[src/verilog/dob_pkg.sv]
package dob_pkg;
  // ****************************************************************
  // Cell map seen by the user processor (8-bit cells)
  // ****************************************************************
  localparam logic [7:0] ADDR_OUT_STATE = 8'h0A;
  localparam logic [7:0] ADDR_OUT_FETCH = 8'h0B;
  localparam logic [7:0] ADDR_DIAG_STATE = 8'h0C;
  localparam logic [7:0] ADDR_DIAG_SWAP = 8'h0D;
  localparam logic [7:0] ADDR_DIAG1_HEAD = 8'h20;
  localparam logic [7:0] ADDR_DIAG2_HEAD = 8'h21;
  localparam logic [7:0] ADDR_DIAG1_LEN = 8'h22;
  localparam logic [7:0] ADDR_DIAG2_LEN = 8'h23;
  localparam logic [1:0] WIN_SEL_U = 2'h2;
  localparam logic [1:0] WIN_SEL_N = 2'h3;
  localparam int OUT_DEPTH = 32;
  localparam logic [7:0] DIAG_MAX_INDEX = 8'hF3;
  // ****************************************************************
  // Field positions
  // ****************************************************************
  localparam int FETCH_CLEARED_BIT = 3;
  localparam int FETCH_NEW_BIT = 2;
  localparam int HEAD_EXT_BIT = 0;
  localparam int HEAD_STAT_BIT = 1;
  localparam int HEAD_OVF_BIT = 2;
  localparam int GC_SYNC_BIT = 5;
  localparam int GC_UNSYNC_BIT = 4;
  localparam int GC_CLEAR_BIT = 1;
  // ****************************************************************
  // Output buffer pointers and their reset placement
  // ****************************************************************
  localparam logic [1:0] PTR_NIL = 2'h0;
  localparam logic [1:0] RST_PTR_F = 2'h0;
  localparam logic [1:0] RST_PTR_U = 2'h2;
  localparam logic [1:0] RST_PTR_N = 2'h1;
  localparam logic [1:0] RST_PTR_D = 2'h3;
  typedef enum logic [1:0] {
    DIAG_NONE = 2'b00,
    DIAG_USER = 2'b01,
    DIAG_DEVICE = 2'b10,
    DIAG_SENDING = 2'b11
  } dob_diag_type;
  // ****************************************************************
  // Controller registers on AHB-Lite and its orders
  // ****************************************************************
  localparam logic [7:0] HOST_CTRL = 8'h00;
  localparam logic [7:0] HOST_STATUS = 8'h04;
  localparam logic [7:0] HOST_DIAG = 8'h08;
  localparam logic [1:0] HTRANS_NONSEQ = 2'b10;
  localparam logic [1:0] HTRANS_IDLE = 2'b00;
  typedef enum logic [3:0] {
    OP_CELL_RD = 4'h0,
    OP_CELL_WR = 4'h1,
    OP_OUT_BYTE = 4'h2,
    OP_FRAME_OK = 4'h3,
    OP_GC = 4'h4,
    OP_LEAVE = 4'h5,
    OP_WAIT_PRM = 4'h6,
    OP_DIAG_START = 4'h7,
    OP_DIAG_DONE = 4'h8
  } dob_op_type;
  typedef enum logic [0:0] {
    HS_IDLE = 1'b0,
    HS_WAIT = 1'b1
  } dob_hst_type;
endpackage : dob_pkg

[src/verilog/dob_if.sv]
`timescale 1ns/100ps
`default_nettype none
interface dob_if;
  // User cell port
  logic cell_rd;
  logic cell_wr;
  logic [7:0] cell_addr;
  logic [7:0] cell_wdata;
  logic [7:0] cell_rdata;
  logic cell_ack;
  // Fieldbus events from the master
  logic out_we;
  logic [7:0] out_idx;
  logic [7:0] out_byte;
  logic frame_ok;
  logic gc_valid;
  logic [7:0] gc_cmd;
  logic leave_master;
  logic wait_prm;
  logic diag_start;
  logic diag_done;
  // Device indications
  logic output_received_interrupt;
  logic diag_changed_interrupt;
  logic diag_pending;
  logic [7:0] diag_head;
  logic [7:0] diag_len;
  modport device (
    input cell_rd, cell_wr, cell_addr, cell_wdata, out_we, out_idx, out_byte,
    input frame_ok, gc_valid, gc_cmd, leave_master, wait_prm, diag_start, diag_done,
    output cell_rdata, cell_ack, output_received_interrupt, diag_changed_interrupt,
    output diag_pending, diag_head, diag_len
  );
  modport party (
    output cell_rd, cell_wr, cell_addr, cell_wdata, out_we, out_idx, out_byte,
    output frame_ok, gc_valid, gc_cmd, leave_master, wait_prm, diag_start, diag_done,
    input cell_rdata, cell_ack, output_received_interrupt, diag_changed_interrupt,
    input diag_pending, diag_head, diag_len
  );
endinterface : dob_if
`default_nettype wire

[src/verilog/dob_device.sv]
// Local design decision: the dob_if link port; the AHB-Lite slave port sits in dob_party.
`timescale 1ns/100ps
`default_nettype none
module dob_device import dob_pkg::*; #(
  parameter int DEPTH = OUT_DEPTH
) (
  // Clock and reset
  input wire logic I_CLOCK,
  input wire logic I_RESETN,
  // Link to master and user processor
  dob_if.device LINK,
  // Status
  output logic O_SYNC_ACTIVE
);
  localparam int IW = $clog2(DEPTH);

  // ****************************************************************
  // Decode
  // ****************************************************************
  logic fetch_rd;
  logic swap_rd;
  logic wr_u;
  logic wr_n;
  logic [IW-1:0] cell_idx;
  logic [IW-1:0] link_idx;
  assign fetch_rd = LINK.cell_rd && (LINK.cell_addr == ADDR_OUT_FETCH);
  assign swap_rd = LINK.cell_rd && (LINK.cell_addr == ADDR_DIAG_SWAP);
  assign wr_u = LINK.cell_wr && (LINK.cell_addr[7:6] == WIN_SEL_U);
  assign wr_n = LINK.cell_wr && (LINK.cell_addr[7:6] == WIN_SEL_N);
  assign cell_idx = LINK.cell_addr[IW-1:0];
  assign link_idx = LINK.out_idx[IW-1:0];

  // ****************************************************************
  // Output buffer rotation
  // ****************************************************************
  logic [1:0] ptr_f_q, ptr_u_q, ptr_n_q, ptr_d_q;
  logic [1:0] ptr_f_d, ptr_u_d, ptr_n_d, ptr_d_d;
  logic sync_q;
  logic sync_d;
  logic clear_d;
  logic move_d;
  logic fetched;
  logic [1:0] tmp;
  logic [3:1] clr_q;

  always_comb begin
    clear_d = LINK.leave_master || LINK.wait_prm ||
              (LINK.gc_valid && LINK.gc_cmd[GC_CLEAR_BIT]);
    sync_d = sync_q;
    move_d = clear_d;
    if (LINK.frame_ok && !sync_q) begin
      move_d = 1'b1;
    end
    if (LINK.gc_valid && (LINK.gc_cmd[GC_SYNC_BIT] || LINK.gc_cmd[GC_UNSYNC_BIT])) begin
      move_d = 1'b1;
      sync_d = LINK.gc_cmd[GC_SYNC_BIT];
    end
    ptr_f_d = ptr_f_q;
    ptr_u_d = ptr_u_q;
    ptr_n_d = ptr_n_q;
    ptr_d_d = ptr_d_q;
    fetched = 1'b0;
    tmp = PTR_NIL;
    if (fetch_rd && (ptr_n_q != PTR_NIL)) begin
      fetched = 1'b1;
      ptr_f_d = ptr_u_q;
      ptr_u_d = ptr_n_q;
      ptr_n_d = PTR_NIL;
    end
    if (move_d) begin
      if (ptr_n_d != PTR_NIL) begin
        tmp = ptr_n_d;
        ptr_n_d = ptr_d_d;
        ptr_d_d = tmp;
      end else begin
        ptr_n_d = ptr_d_d;
        ptr_d_d = ptr_f_d;
        ptr_f_d = PTR_NIL;
      end
    end
  end

  always_ff @(posedge I_CLOCK or negedge I_RESETN) begin
    if (!I_RESETN) begin
      ptr_f_q <= RST_PTR_F;
      ptr_u_q <= RST_PTR_U;
      ptr_n_q <= RST_PTR_N;
      ptr_d_q <= RST_PTR_D;
      sync_q <= 1'b0;
      O_SYNC_ACTIVE <= 1'b0;
      LINK.output_received_interrupt <= 1'b0;
    end else begin
      ptr_f_q <= ptr_f_d;
      ptr_u_q <= ptr_u_d;
      ptr_n_q <= ptr_n_d;
      ptr_d_q <= ptr_d_d;
      sync_q <= sync_d;
      O_SYNC_ACTIVE <= sync_d;
      LINK.output_received_interrupt <= LINK.frame_ok && !sync_q;
    end
  end

  // ****************************************************************
  // Output buffer memory, one process per entry
  // ****************************************************************
  logic [7:0] mem_q [1:3][DEPTH];
  for (genvar b = 1; b <= 3; b++) begin : g_buf
    always_ff @(posedge I_CLOCK or negedge I_RESETN) begin
      if (!I_RESETN) begin
        clr_q[b] <= 1'b1;
      end else if (clear_d && ptr_d_q == 2'(b)) begin
        clr_q[b] <= 1'b1;
      end else if (LINK.out_we && ptr_d_q == 2'(b)) begin
        clr_q[b] <= 1'b0;
      end
    end
    for (genvar e = 0; e < DEPTH; e++) begin : g_ent
      always_ff @(posedge I_CLOCK or negedge I_RESETN) begin
        if (!I_RESETN) begin
          mem_q[b][e] <= 8'h00;
        end else if (clear_d && ptr_d_q == 2'(b)) begin
          mem_q[b][e] <= 8'h00;
        end else if (LINK.out_we && ptr_d_q == 2'(b) && link_idx == IW'(e)) begin
          mem_q[b][e] <= LINK.out_byte;
        end else if (wr_u && ptr_u_q == 2'(b) && cell_idx == IW'(e)) begin
          mem_q[b][e] <= LINK.cell_wdata;
        end else if (wr_n && ptr_n_q == 2'(b) && cell_idx == IW'(e)) begin
          mem_q[b][e] <= LINK.cell_wdata;
        end
      end
    end
  end

  // ****************************************************************
  // Diagnosis buffers
  // ****************************************************************
  dob_diag_type st_q [2];
  dob_diag_type st_d [2];
  logic [7:0] head_q [2];
  logic [7:0] len_q [2];
  logic [1:0] swap_ret;
  logic diag_chg;
  logic pend_clr;
  logic pend_q;
  logic [0:0] dev_sel;

  always_comb begin
    st_d = st_q;
    swap_ret = 2'h0;
    diag_chg = 1'b0;
    pend_clr = 1'b0;
    dev_sel = 1'b0;
    for (int i = 0; i < 2; i++) begin
      if (swap_rd && st_q[i] == DIAG_USER && !diag_chg) begin
        diag_chg = 1'b1;
        st_d[i] = DIAG_DEVICE;
        if (st_q[1-i] == DIAG_DEVICE) begin
          st_d[1-i] = DIAG_USER;
          swap_ret = 2'(2 - i);
        end
      end
    end
    for (int i = 0; i < 2; i++) begin
      if (LINK.diag_done && st_q[i] == DIAG_SENDING) begin
        st_d[i] = (st_d[1-i] == DIAG_DEVICE) ? DIAG_USER : DIAG_DEVICE;
        pend_clr = !head_q[i][HEAD_STAT_BIT];
      end
    end
    for (int i = 0; i < 2; i++) begin
      if (st_d[i] == DIAG_SENDING || st_d[i] == DIAG_DEVICE) begin
        dev_sel = 1'(i);
      end
    end
    for (int i = 0; i < 2; i++) begin
      if (LINK.diag_start && st_d[i] == DIAG_DEVICE) begin
        st_d[i] = DIAG_SENDING;
      end
    end
  end

  always_ff @(posedge I_CLOCK or negedge I_RESETN) begin
    if (!I_RESETN) begin
      st_q[0] <= DIAG_USER;
      st_q[1] <= DIAG_DEVICE;
      pend_q <= 1'b0;
      LINK.diag_changed_interrupt <= 1'b0;
      LINK.diag_pending <= 1'b0;
      LINK.diag_head <= 8'h00;
      LINK.diag_len <= 8'h00;
    end else begin
      st_q <= st_d;
      if (diag_chg) begin
        pend_q <= 1'b1;
      end else if (pend_clr) begin
        pend_q <= 1'b0;
      end
      LINK.diag_changed_interrupt <= diag_chg;
      LINK.diag_pending <= diag_chg || (pend_q && !pend_clr);
      LINK.diag_head <= head_q[dev_sel];
      LINK.diag_len <= len_q[dev_sel];
    end
  end

  always_ff @(posedge I_CLOCK or negedge I_RESETN) begin
    if (!I_RESETN) begin
      head_q[0] <= 8'h00;
      head_q[1] <= 8'h00;
      len_q[0] <= 8'h00;
      len_q[1] <= 8'h00;
    end else if (LINK.cell_wr) begin
      unique case (LINK.cell_addr)
        ADDR_DIAG1_HEAD: head_q[0] <= LINK.cell_wdata;
        ADDR_DIAG2_HEAD: head_q[1] <= LINK.cell_wdata;
        ADDR_DIAG1_LEN: len_q[0] <= (LINK.cell_wdata > DIAG_MAX_INDEX) ?
                                    DIAG_MAX_INDEX : LINK.cell_wdata;
        ADDR_DIAG2_LEN: len_q[1] <= (LINK.cell_wdata > DIAG_MAX_INDEX) ?
                                    DIAG_MAX_INDEX : LINK.cell_wdata;
        default: ;
      endcase
    end
  end

  // ****************************************************************
  // Cell read answer, one cycle after the request
  // ****************************************************************
  logic [7:0] rdata_d;
  always_comb begin
    rdata_d = 8'h00;
    if (LINK.cell_addr == ADDR_OUT_STATE) begin
      rdata_d = {ptr_f_q, ptr_u_q, ptr_n_q, ptr_d_q};
    end else if (LINK.cell_addr == ADDR_OUT_FETCH) begin
      rdata_d = {4'h0, clr_q[ptr_u_d], fetched, ptr_u_d};
      rdata_d[FETCH_CLEARED_BIT] = (ptr_u_d != PTR_NIL) && clr_q[ptr_u_d];
    end else if (LINK.cell_addr == ADDR_DIAG_STATE) begin
      rdata_d = {4'h0, st_q[1], st_q[0]};
    end else if (LINK.cell_addr == ADDR_DIAG_SWAP) begin
      rdata_d = {6'h00, swap_ret};
    end else if (LINK.cell_addr == ADDR_DIAG1_HEAD) begin
      rdata_d = head_q[0];
    end else if (LINK.cell_addr == ADDR_DIAG2_HEAD) begin
      rdata_d = head_q[1];
    end else if (LINK.cell_addr == ADDR_DIAG1_LEN) begin
      rdata_d = len_q[0];
    end else if (LINK.cell_addr == ADDR_DIAG2_LEN) begin
      rdata_d = len_q[1];
    end else if (LINK.cell_addr[7:6] == WIN_SEL_U && ptr_u_q != PTR_NIL) begin
      rdata_d = mem_q[ptr_u_q][cell_idx];
    end else if (LINK.cell_addr[7:6] == WIN_SEL_N && ptr_n_q != PTR_NIL) begin
      rdata_d = mem_q[ptr_n_q][cell_idx];
    end
  end

  always_ff @(posedge I_CLOCK or negedge I_RESETN) begin
    if (!I_RESETN) begin
      LINK.cell_rdata <= 8'h00;
      LINK.cell_ack <= 1'b0;
    end else begin
      LINK.cell_rdata <= LINK.cell_rd ? rdata_d : 8'h00;
      LINK.cell_ack <= LINK.cell_rd || LINK.cell_wr;
    end
  end
endmodule : dob_device
`default_nettype wire

[src/flat_wrapper.sv]
// flat-port wrapper written by rule: the top's interface ports become plain ports
module dob_device_flat import dob_pkg::*;
#(
  parameter int DEPTH = OUT_DEPTH
)
  (I_CLOCK, I_RESETN, O_SYNC_ACTIVE, LINK_cell_rd, LINK_cell_wr, LINK_cell_addr, LINK_cell_wdata, LINK_out_we, LINK_out_idx, LINK_out_byte, LINK_frame_ok, LINK_gc_valid, LINK_gc_cmd, LINK_leave_master, LINK_wait_prm, LINK_diag_start, LINK_diag_done, LINK_cell_rdata, LINK_cell_ack, LINK_output_received_interrupt, LINK_diag_changed_interrupt, LINK_diag_pending, LINK_diag_head, LINK_diag_len);
  dob_if LINK_i ();
  input wire logic I_CLOCK;
  input wire logic I_RESETN;
  output logic O_SYNC_ACTIVE;
  input wire logic [$bits(LINK_i.cell_rd)-1:0] LINK_cell_rd;
  input wire logic [$bits(LINK_i.cell_wr)-1:0] LINK_cell_wr;
  input wire logic [$bits(LINK_i.cell_addr)-1:0] LINK_cell_addr;
  input wire logic [$bits(LINK_i.cell_wdata)-1:0] LINK_cell_wdata;
  input wire logic [$bits(LINK_i.out_we)-1:0] LINK_out_we;
  input wire logic [$bits(LINK_i.out_idx)-1:0] LINK_out_idx;
  input wire logic [$bits(LINK_i.out_byte)-1:0] LINK_out_byte;
  input wire logic [$bits(LINK_i.frame_ok)-1:0] LINK_frame_ok;
  input wire logic [$bits(LINK_i.gc_valid)-1:0] LINK_gc_valid;
  input wire logic [$bits(LINK_i.gc_cmd)-1:0] LINK_gc_cmd;
  input wire logic [$bits(LINK_i.leave_master)-1:0] LINK_leave_master;
  input wire logic [$bits(LINK_i.wait_prm)-1:0] LINK_wait_prm;
  input wire logic [$bits(LINK_i.diag_start)-1:0] LINK_diag_start;
  input wire logic [$bits(LINK_i.diag_done)-1:0] LINK_diag_done;
  output wire logic [$bits(LINK_i.cell_rdata)-1:0] LINK_cell_rdata;
  output wire logic [$bits(LINK_i.cell_ack)-1:0] LINK_cell_ack;
  output wire logic [$bits(LINK_i.output_received_interrupt)-1:0] LINK_output_received_interrupt;
  output wire logic [$bits(LINK_i.diag_changed_interrupt)-1:0] LINK_diag_changed_interrupt;
  output wire logic [$bits(LINK_i.diag_pending)-1:0] LINK_diag_pending;
  output wire logic [$bits(LINK_i.diag_head)-1:0] LINK_diag_head;
  output wire logic [$bits(LINK_i.diag_len)-1:0] LINK_diag_len;
  assign LINK_i.cell_rd = LINK_cell_rd;
  assign LINK_i.cell_wr = LINK_cell_wr;
  assign LINK_i.cell_addr = LINK_cell_addr;
  assign LINK_i.cell_wdata = LINK_cell_wdata;
  assign LINK_i.out_we = LINK_out_we;
  assign LINK_i.out_idx = LINK_out_idx;
  assign LINK_i.out_byte = LINK_out_byte;
  assign LINK_i.frame_ok = LINK_frame_ok;
  assign LINK_i.gc_valid = LINK_gc_valid;
  assign LINK_i.gc_cmd = LINK_gc_cmd;
  assign LINK_i.leave_master = LINK_leave_master;
  assign LINK_i.wait_prm = LINK_wait_prm;
  assign LINK_i.diag_start = LINK_diag_start;
  assign LINK_i.diag_done = LINK_diag_done;
  assign LINK_cell_rdata = LINK_i.cell_rdata;
  assign LINK_cell_ack = LINK_i.cell_ack;
  assign LINK_output_received_interrupt = LINK_i.output_received_interrupt;
  assign LINK_diag_changed_interrupt = LINK_i.diag_changed_interrupt;
  assign LINK_diag_pending = LINK_i.diag_pending;
  assign LINK_diag_head = LINK_i.diag_head;
  assign LINK_diag_len = LINK_i.diag_len;
  dob_device #(.DEPTH(DEPTH)) u_core (.I_CLOCK(I_CLOCK), .I_RESETN(I_RESETN), .LINK(LINK_i), .O_SYNC_ACTIVE(O_SYNC_ACTIVE));
endmodule
[config.mk]
export PLATFORM = sky130hd
export DESIGN_NAME = dob_device_flat
export DESIGN_NICKNAME = d
export VERILOG_FILES = /design/src/verilog/dob_pkg.sv /design/src/verilog/dob_if.sv /design/src/verilog/dob_device.sv /design/src/flat_wrapper.sv
export SDC_FILE = /design/constraint.sdc
export NUM_CORES = 2
export LEC_CHECK = 0
export ABC_AREA = 0
export BUFFER_PORTS_ARGS = -buffer_cell sky130_fd_sc_hd__buf_4
export CORE_MARGIN = 2
export CORE_UTILIZATION = 40
export DETAILED_ROUTE_END_ITERATION = 7
export PLACE_DENSITY_LB_ADDON = 0.08
export SKIP_CTS_REPAIR_TIMING = 1
export SLEW_MARGIN = 5
export SYNTH_ARGS = -nofsm -noshare
export SYNTH_HDL_FRONTEND = slang
export SYNTH_SLANG_ARGS = --single-unit
[constraint.sdc]
create_clock -name I_CLOCK -period 5.3 [get_ports I_CLOCK]
set_input_delay 0 -clock I_CLOCK [delete_from_list [all_inputs] [get_ports I_CLOCK]]
set_output_delay 0 -clock I_CLOCK [all_outputs]
set_load 0.05 [all_outputs]
Word level (Yosys, flattened, before mapping)
Cells that the tools add are included.
{"block": "totals", "regBits": 845, "inputBits": 51, "output_inout_bits": 29, "wordCells": 1112}
{"block": "op_classes", "magnitude_cmp": 6, "n_eq_ne": 91, "n_mux": 453, "bitwise": 4, "reduce_logical": 440}
{"operator": "2-to-1 mux 8 bit", "n": 406}
{"operator": "binary-select mux 256 bit (select 2 bit)", "n": 2}
{"operator": "2-to-1 mux 256 bit", "n": 4}
{"operator": "nonzero test 4 bit", "n": 96}
{"operator": "logical AND 1 bit", "n": 319}
{"operator": "== test 5 bit (second input constant)", "n": 32}
{"operator": "binary-select mux 8 bit (select 5 bit)", "n": 2}
{"operator": "== test 5 x 4 -> 1 bit (second input constant)", "n": 16}
{"operator": "== test 5 x 3 -> 1 bit (second input constant)", "n": 8}
{"operator": "2-to-1 mux 2 bit", "n": 19}
{"operator": "== test 2 bit (second input constant)", "n": 16}
{"operator": "== test 8 x 4 -> 1 bit (second input constant)", "n": 4}
{"operator": "== test 8 x 6 -> 1 bit (second input constant)", "n": 4}
{"operator": "== test 5 x 2 -> 1 bit (second input constant)", "n": 4}
{"operator": "2-to-1 mux 1 bit", "n": 17}
{"operator": "nonzero test 2 bit", "n": 8}
{"operator": "== test 2 x 1 -> 1 bit (second input constant)", "n": 5}
{"operator": "== test 5 x 1 -> 1 bit (second input constant)", "n": 2}
{"operator": "logical NOT 5 bit", "n": 2}
{"operator": "greater-than comparator 8 bit (second input constant)", "n": 1}
{"operator": "2-to-1 mux 4 bit", "n": 2}
{"operator": "AND reduction 2 bit", "n": 4}
{"operator": "greater-or-equal comparator 3 bit (second input constant)", "n": 2}
{"operator": "greater-or-equal comparator 6 bit (second input constant)", "n": 1}
{"operator": "other kinds (8)", "n": 18}

Depth between registers and ports, before layout
{"block": "logic_depth", "depth_word": 20, "depth_mapped": 13, "depth_no_buf": 8}

Least setup slack after synthesis
OpenSTA, ideal clock, no wires.
{"block": "synth_path", "path_type": "register to register", "startpoint": "register u_core.ptr_u_q[1]", "endpoint": "register u_core.LINK.cell_rdata[3]", "setup_time_ns": 0.126, "arrival_ns": 2.368, "required_ns": 5.174, "path_slack_ns": 2.806, "stages_incl_launch_ff": 11, "path_buffers": 3, "period_less_slack_ns": 2.494, "cell_sequence": "dfstp_2 -> buf_6 -> buf_8 -> buf_6 -> mux2_2 -> a221oi_1 -> nor2_1 -> o21a_1 -> a221o_1 -> a221oi_2 -> o21ai_1"}
{"block": "synth_between", "elab_chain_cells": 17, "word_cells_on_any_way": 24, "classes_between": "19 x mux; 1 x bitwise; 4 x reduce/logical"}
{"item": "start, declared", "line": "dob_device.sv:36", "text": "logic [1:0] ptr_f_q, ptr_u_q, ptr_n_q, ptr_d_q;"}
{"item": "start signal, assigned", "line": "dob_device.sv:94", "text": "ptr_u_q <= ptr_u_d;"}
{"item": "inverter 2 -> 3 bit (implied by the code)", "line": "dob_device.sv:247", "text": "rdata_d = mem_q[ptr_u_q][cell_idx];"}
{"item": "binary-select mux 256 bit (select 2 bit)", "line": "dob_device.sv:247"}
{"item": "2-to-1 mux 256 bit (implied by the code) (2 in a row)", "line": "dob_device.sv:247"}
{"item": "binary-select mux 8 bit (select 5 bit)", "line": "dob_device.sv:247"}
{"item": "2-to-1 mux 8 bit (implied by the code) (2 in a row)", "line": "dob_device.sv:247"}
{"item": "2-to-1 mux 8 bit", "line": "dob_device.sv:246", "text": "end else if (LINK.cell_addr[7:6] == WIN_SEL_U && ptr_u_q != PTR_NIL) begin"}
{"item": "2-to-1 mux 8 bit", "line": "dob_device.sv:244", "text": "end else if (LINK.cell_addr == ADDR_DIAG2_LEN) begin"}
{"item": "2-to-1 mux 8 bit", "line": "dob_device.sv:242", "text": "end else if (LINK.cell_addr == ADDR_DIAG1_LEN) begin"}
{"item": "2-to-1 mux 8 bit", "line": "dob_device.sv:240", "text": "end else if (LINK.cell_addr == ADDR_DIAG2_HEAD) begin"}
{"item": "2-to-1 mux 8 bit", "line": "dob_device.sv:238", "text": "end else if (LINK.cell_addr == ADDR_DIAG1_HEAD) begin"}
{"item": "2-to-1 mux 8 bit", "line": "dob_device.sv:236", "text": "end else if (LINK.cell_addr == ADDR_DIAG_SWAP) begin"}
{"item": "2-to-1 mux 8 bit", "line": "dob_device.sv:234", "text": "end else if (LINK.cell_addr == ADDR_DIAG_STATE) begin"}
{"item": "2-to-1 mux 8 bit *", "line": "dob_device.sv:231", "text": "end else if (LINK.cell_addr == ADDR_OUT_FETCH) begin"}
{"item": "2-to-1 mux 8 bit *", "line": "dob_device.sv:229", "text": "if (LINK.cell_addr == ADDR_OUT_STATE) begin"}
{"item": "2-to-1 mux 8 bit *", "line": "dob_device.sv:258", "text": "LINK.cell_rdata <= LINK.cell_rd ? rdata_d : 8'h00;"}
{"item": "end signal, assigned", "line": "dob_device.sv:258"}
{"item": "end, declared", "line": "dob_if.sv:31", "text": "output cell_rdata, cell_ack, output_received_interrupt, diag_changed_interrupt,"}
Every way passes the cells marked *; elsewhere a longest branch is shown, timed or not. The select of a mux whose other input is x is not followed.
A chain may end at the register's enable or synchronous reset.

Final worst setup path
{"block": "layout_path", "startpoint": "register u_core.ptr_n_q[1]", "endpoint": "register u_core.LINK.cell_rdata[7]"}
{"block": "layout_between", "elab_chain_cells": 18, "word_cells_on_any_way": 20, "classes_between": "17 x mux; 1 x bitwise; 2 x reduce/logical"}
{"item": "start, declared", "line": "dob_device.sv:36"}
{"item": "start signal, assigned", "line": "dob_device.sv:95", "text": "ptr_n_q <= ptr_n_d;"}
{"item": "inverter 2 -> 3 bit (implied by the code)", "line": "dob_device.sv:249", "text": "rdata_d = mem_q[ptr_n_q][cell_idx];"}
{"item": "binary-select mux 256 bit (select 2 bit)", "line": "dob_device.sv:249"}
{"item": "2-to-1 mux 256 bit (implied by the code) (2 in a row)", "line": "dob_device.sv:249"}
{"item": "binary-select mux 8 bit (select 5 bit)", "line": "dob_device.sv:249"}
{"item": "2-to-1 mux 8 bit (implied by the code) (2 in a row)", "line": "dob_device.sv:249"}
{"item": "2-to-1 mux 8 bit *", "line": "dob_device.sv:248", "text": "end else if (LINK.cell_addr[7:6] == WIN_SEL_N && ptr_n_q != PTR_NIL) begin"}
{"item": "2-to-1 mux 8 bit *", "line": "dob_device.sv:246"}
{"item": "2-to-1 mux 8 bit *", "line": "dob_device.sv:244"}
{"item": "2-to-1 mux 8 bit *", "line": "dob_device.sv:242"}
{"item": "2-to-1 mux 8 bit *", "line": "dob_device.sv:240"}
{"item": "2-to-1 mux 8 bit *", "line": "dob_device.sv:238"}
{"item": "2-to-1 mux 8 bit *", "line": "dob_device.sv:236"}
{"item": "2-to-1 mux 8 bit *", "line": "dob_device.sv:234"}
{"item": "2-to-1 mux 8 bit *", "line": "dob_device.sv:231"}
{"item": "2-to-1 mux 8 bit *", "line": "dob_device.sv:229"}
{"item": "2-to-1 mux 8 bit *", "line": "dob_device.sv:258"}
Marked as above.

==> flow_summary.yaml <==
outcome:
  status: "finished with violations"
  violations: "hold timing, capacitance limit, slew limit"
sta:
  fin_crit_ns: 4.75
  drv_slew: 16
  finalSetupViolCount: 0
  worst_hold_slack_ns: -0.0478
  clock_skew_ns: 0.0265
  hold_violations: 4
  fin_crit_sh_pct: 89.6
  rsz0062_at_grt: "no"
  fin_tns_setup_ns: 0
  clock.fmax_mhz: 211
  tightest_slew_ns: 1.53
  relSlewSlack_pct: -2.06
synth:
  synthFlopType: "dfrtp_1"
  yosys-top-cells-count: "nand2_1 (922), dfrtp_1 (836), mux2i_1 (795)"
  synthesis.nets: 5932
  async_flop_share_pct: 100
  yosysMostFrequentCell: "nand2_1"
  postSynthCellCount: 5881
  yosys_warnings: 0
  yosysTopAreaCellShare_pct: 36.7
  synth_area_mm2: 0.0570
  synth-edff-count: 0
  ys_seq_elements: 845
  ys_types: 86
  synth_top_area_cell: "dfrtp_1"
  synth.area.top_cells: "dfrtp_1 (37%), mux2i_1 (14%), o31ai_1 (10%)"
  yosysSeqAreaShare_pct: 37.1
  avgSynthCellArea_um2: 9.69
grt:
  grt_pass1_vias: 49500
  grt_max_degree: 131
  grtUsageTotal_pct: 36.3
  antenna_found_initial: 9
  grt_overflow: 0
  grt_pass1_wl_mm: 387
worst_setup_path:
  cp.arrival_ns: 5.28
  critPathLaunchType: "register"
  slowest_delay_ns: 0.94
  crit_path_max_fanout: 31
  r2r_setup_slack_ns: 0.55
  path_class: "reg -> reg"
  crit_chain: "buf_12, buf_4, mux2_2, a22oi_1, o22ai_1, nor4_1, buf_4, a31oi_1, o22ai_1, a31oi_1"
  cp.required_ns: 5.83
  crit_path_end_kind: "register"
  critPathSlowestCell: "dfrtp_4"
layout:
  drive_above_1_share_pct: 20.7
  final_nets: 5716
  area_delta_synth_final_pct: 11.2
floorplanning:
  start_util_pct: 40.3
  die_area_mm2: 0.145
  core_area_mm2: 0.141
  die_h_um: 381
  fp-row-count: 138
  ios: 80
  die-width_um: 381
drt:
  via_per_inst: 6.90
  drc_errors: 0
  first_pass_iters: 6
  postRouteAntennaNets: 0
  vias: 52700
  routedWlPerCell_um: 35.7
  wl_mm: 272
  drt_first_iter_violations: 7280
hold_path:
  hold_class: "in -> reg"
power:
  swShare_pct: 41.9
  combPwrFrac_pct: 40.4
  switchingPower_mw: 13.3
  vdd_ir_drop_max_mv: 0.287
  pwr-share-clk_pct: 23.5
  internal_power_mw: 18.4
  power.density_mw_per_mm2: 501
  p_leak_nw: 26.5
  pwr-share-seq_pct: 36.1
placed_design:
  port_buffers: 71
  gp_congestion: 0.963
  hpwl_mm: 172
clock_tree:
  cts_max_level: 3
  root_buffer: "clkbuf_16"
  clk_latency_ns: 0.74
  clock-sinks: 845
  cts_tree: "yes"
  cts.clk_slew.worst_paths_ns: 0.06
  cts_inserted_buffers: 104
  clk_path_buf_depth: 3
run:
  drv_cap: 1
## area by class of cell
type	instances	area, um^2
flip-flops and latches	845	21200
repair buffers	363	3390
well taps	1890	2360
clock inverters	30	374
diodes	2	5.00
inverters	6	26.3
fillers	13700	78100
clock buffers	153	3040
multi-input cells	4345	33000
## metal layers
layer  track usage [%]  vias to the layer above  part of all wire, %
met1              52.7                    26900                   43
met2              51.9                     3125                   42
met5                 0                        -                0.040
li1                  -                    22100                    -
met4              14.4                       16                  4.4
met3              8.08                      574                   10
## critical path: cells and delay by family, from the launching register on
kind | cells | cell delay, ns
mux | 1 | 0.39
buf+inv | 3 | 0.81
simple gates | 1 | 0.68
compound gates | 5 | 1.67
flops | 1 | 0.94
## stage by stage
step	worst slack [ns]	util [%]	cell area, um^2	cells	total power, mW
after detailed placement	1.04	42.2	59600	7423	23.9
after global routing	0.769	44.8	63300	7632	33.3
after floorplan	2.81	-	57000	5881	19.4
after CTS	1.01	44.6	63100	7606	31.4
after global placement	0.954	42.2	59600	7423	23.7
final	0.553	44.8	63300	7634	31.7
## sequential cells by signal, indices dropped and copies added, names as in the netlist
name,flops
u_core.ptr_f_q,2
u_core.LINK.diag_len,8
u_core.LINK.cell_ack,1
u_core.len_q,16
u_core.ptr_n_q,2
u_core.ptr_u_q,2
u_core.LINK.output_received_interrupt,1
u_core.pend_q,1
u_core.mem_q,768
u_core.clr_q,3
u_core.LINK.cell_rdata,8
u_core.LINK.diag_changed_interrupt,1
u_core.LINK.diag_head,8
u_core.st_q,4
u_core.head_q,16
u_core.LINK.diag_pending,1
u_core.O_SYNC_ACTIVE,1
u_core.ptr_d_q,2
## power by group through the flow
stage / Sequential (mW) / Combinational [mW] / Clock (mW)
after global placement: 11.3 / 12.3 / 0
after global routing: 11.7 / 13.7 / 7.79
final: 11.4 / 12.8 / 7.46
after CTS: 11.3 / 12.5 / 7.53
after floorplan: 10.5 / 8.82 / 0
after detailed placement: 11.4 / 12.5 / 0
## placed cells by master, fill, tap and decap left out, types with 14 or more instances in the layout
cell / instances
nand2_1: 921
a221oi_1: 369
o21ai_0: 67
nor2_1: 135
a22oi_1: 117
mux2_2: 515
a21oi_1: 87
clkinv_2: 16
mux2i_1: 795
o31ai_1: 776
dfrtp_1: 834
clkbuf_16: 107
dlygate4sd3_1: 25
a211oi_1: 23
o22ai_1: 46
nand3_1: 17
buf_12: 46
nor2_2: 49
a31oi_1: 21
buf_4: 289
a211oi_2: 22
clkbuf_8: 19
a221o_1: 15
nor4_1: 42
a311oi_2: 39
mux2_1: 14
or3_1: 15
nor3_1: 67
clkbuf_1: 27
## path summary, 6_finish.rpt
| kind | to | cells after the start | startpoint |
|---|---|---|---|
| max | u_core.LINK.cell_rdata[7] | 10 | u_core.ptr_n_q[1] |
| min | u_core.ptr_d_q[0] | 4 | LINK_gc_cmd[1] |
| max reg2reg | u_core.LINK.cell_rdata[7] | 10 | u_core.ptr_n_q[1] |
| min reg2reg | u_core.clr_q[2] | 2 | u_core.clr_q[2] |
| max in group asynchronous | u_core.mem_q[402] | 3 | I_RESETN |
| min in group asynchronous | u_core.mem_q[626] | 3 | I_RESETN |
## cells by family (layout without fill, tap and decap cells)
logic type	Yosys count	count (layout)	share of synthesized area, %
multiplexers	1325	1325	24.5
XOR/XNOR	1	1	0.0154
AND/OR/NAND/NOR	1368	1368	10.6
buffers and inverters	691	552	5.55
flip-flops	845	845	37.1
other	0	2	0
AO/OA/AOI/OAI	1651	1651	22.2
(Power assumes the default switching activity.)
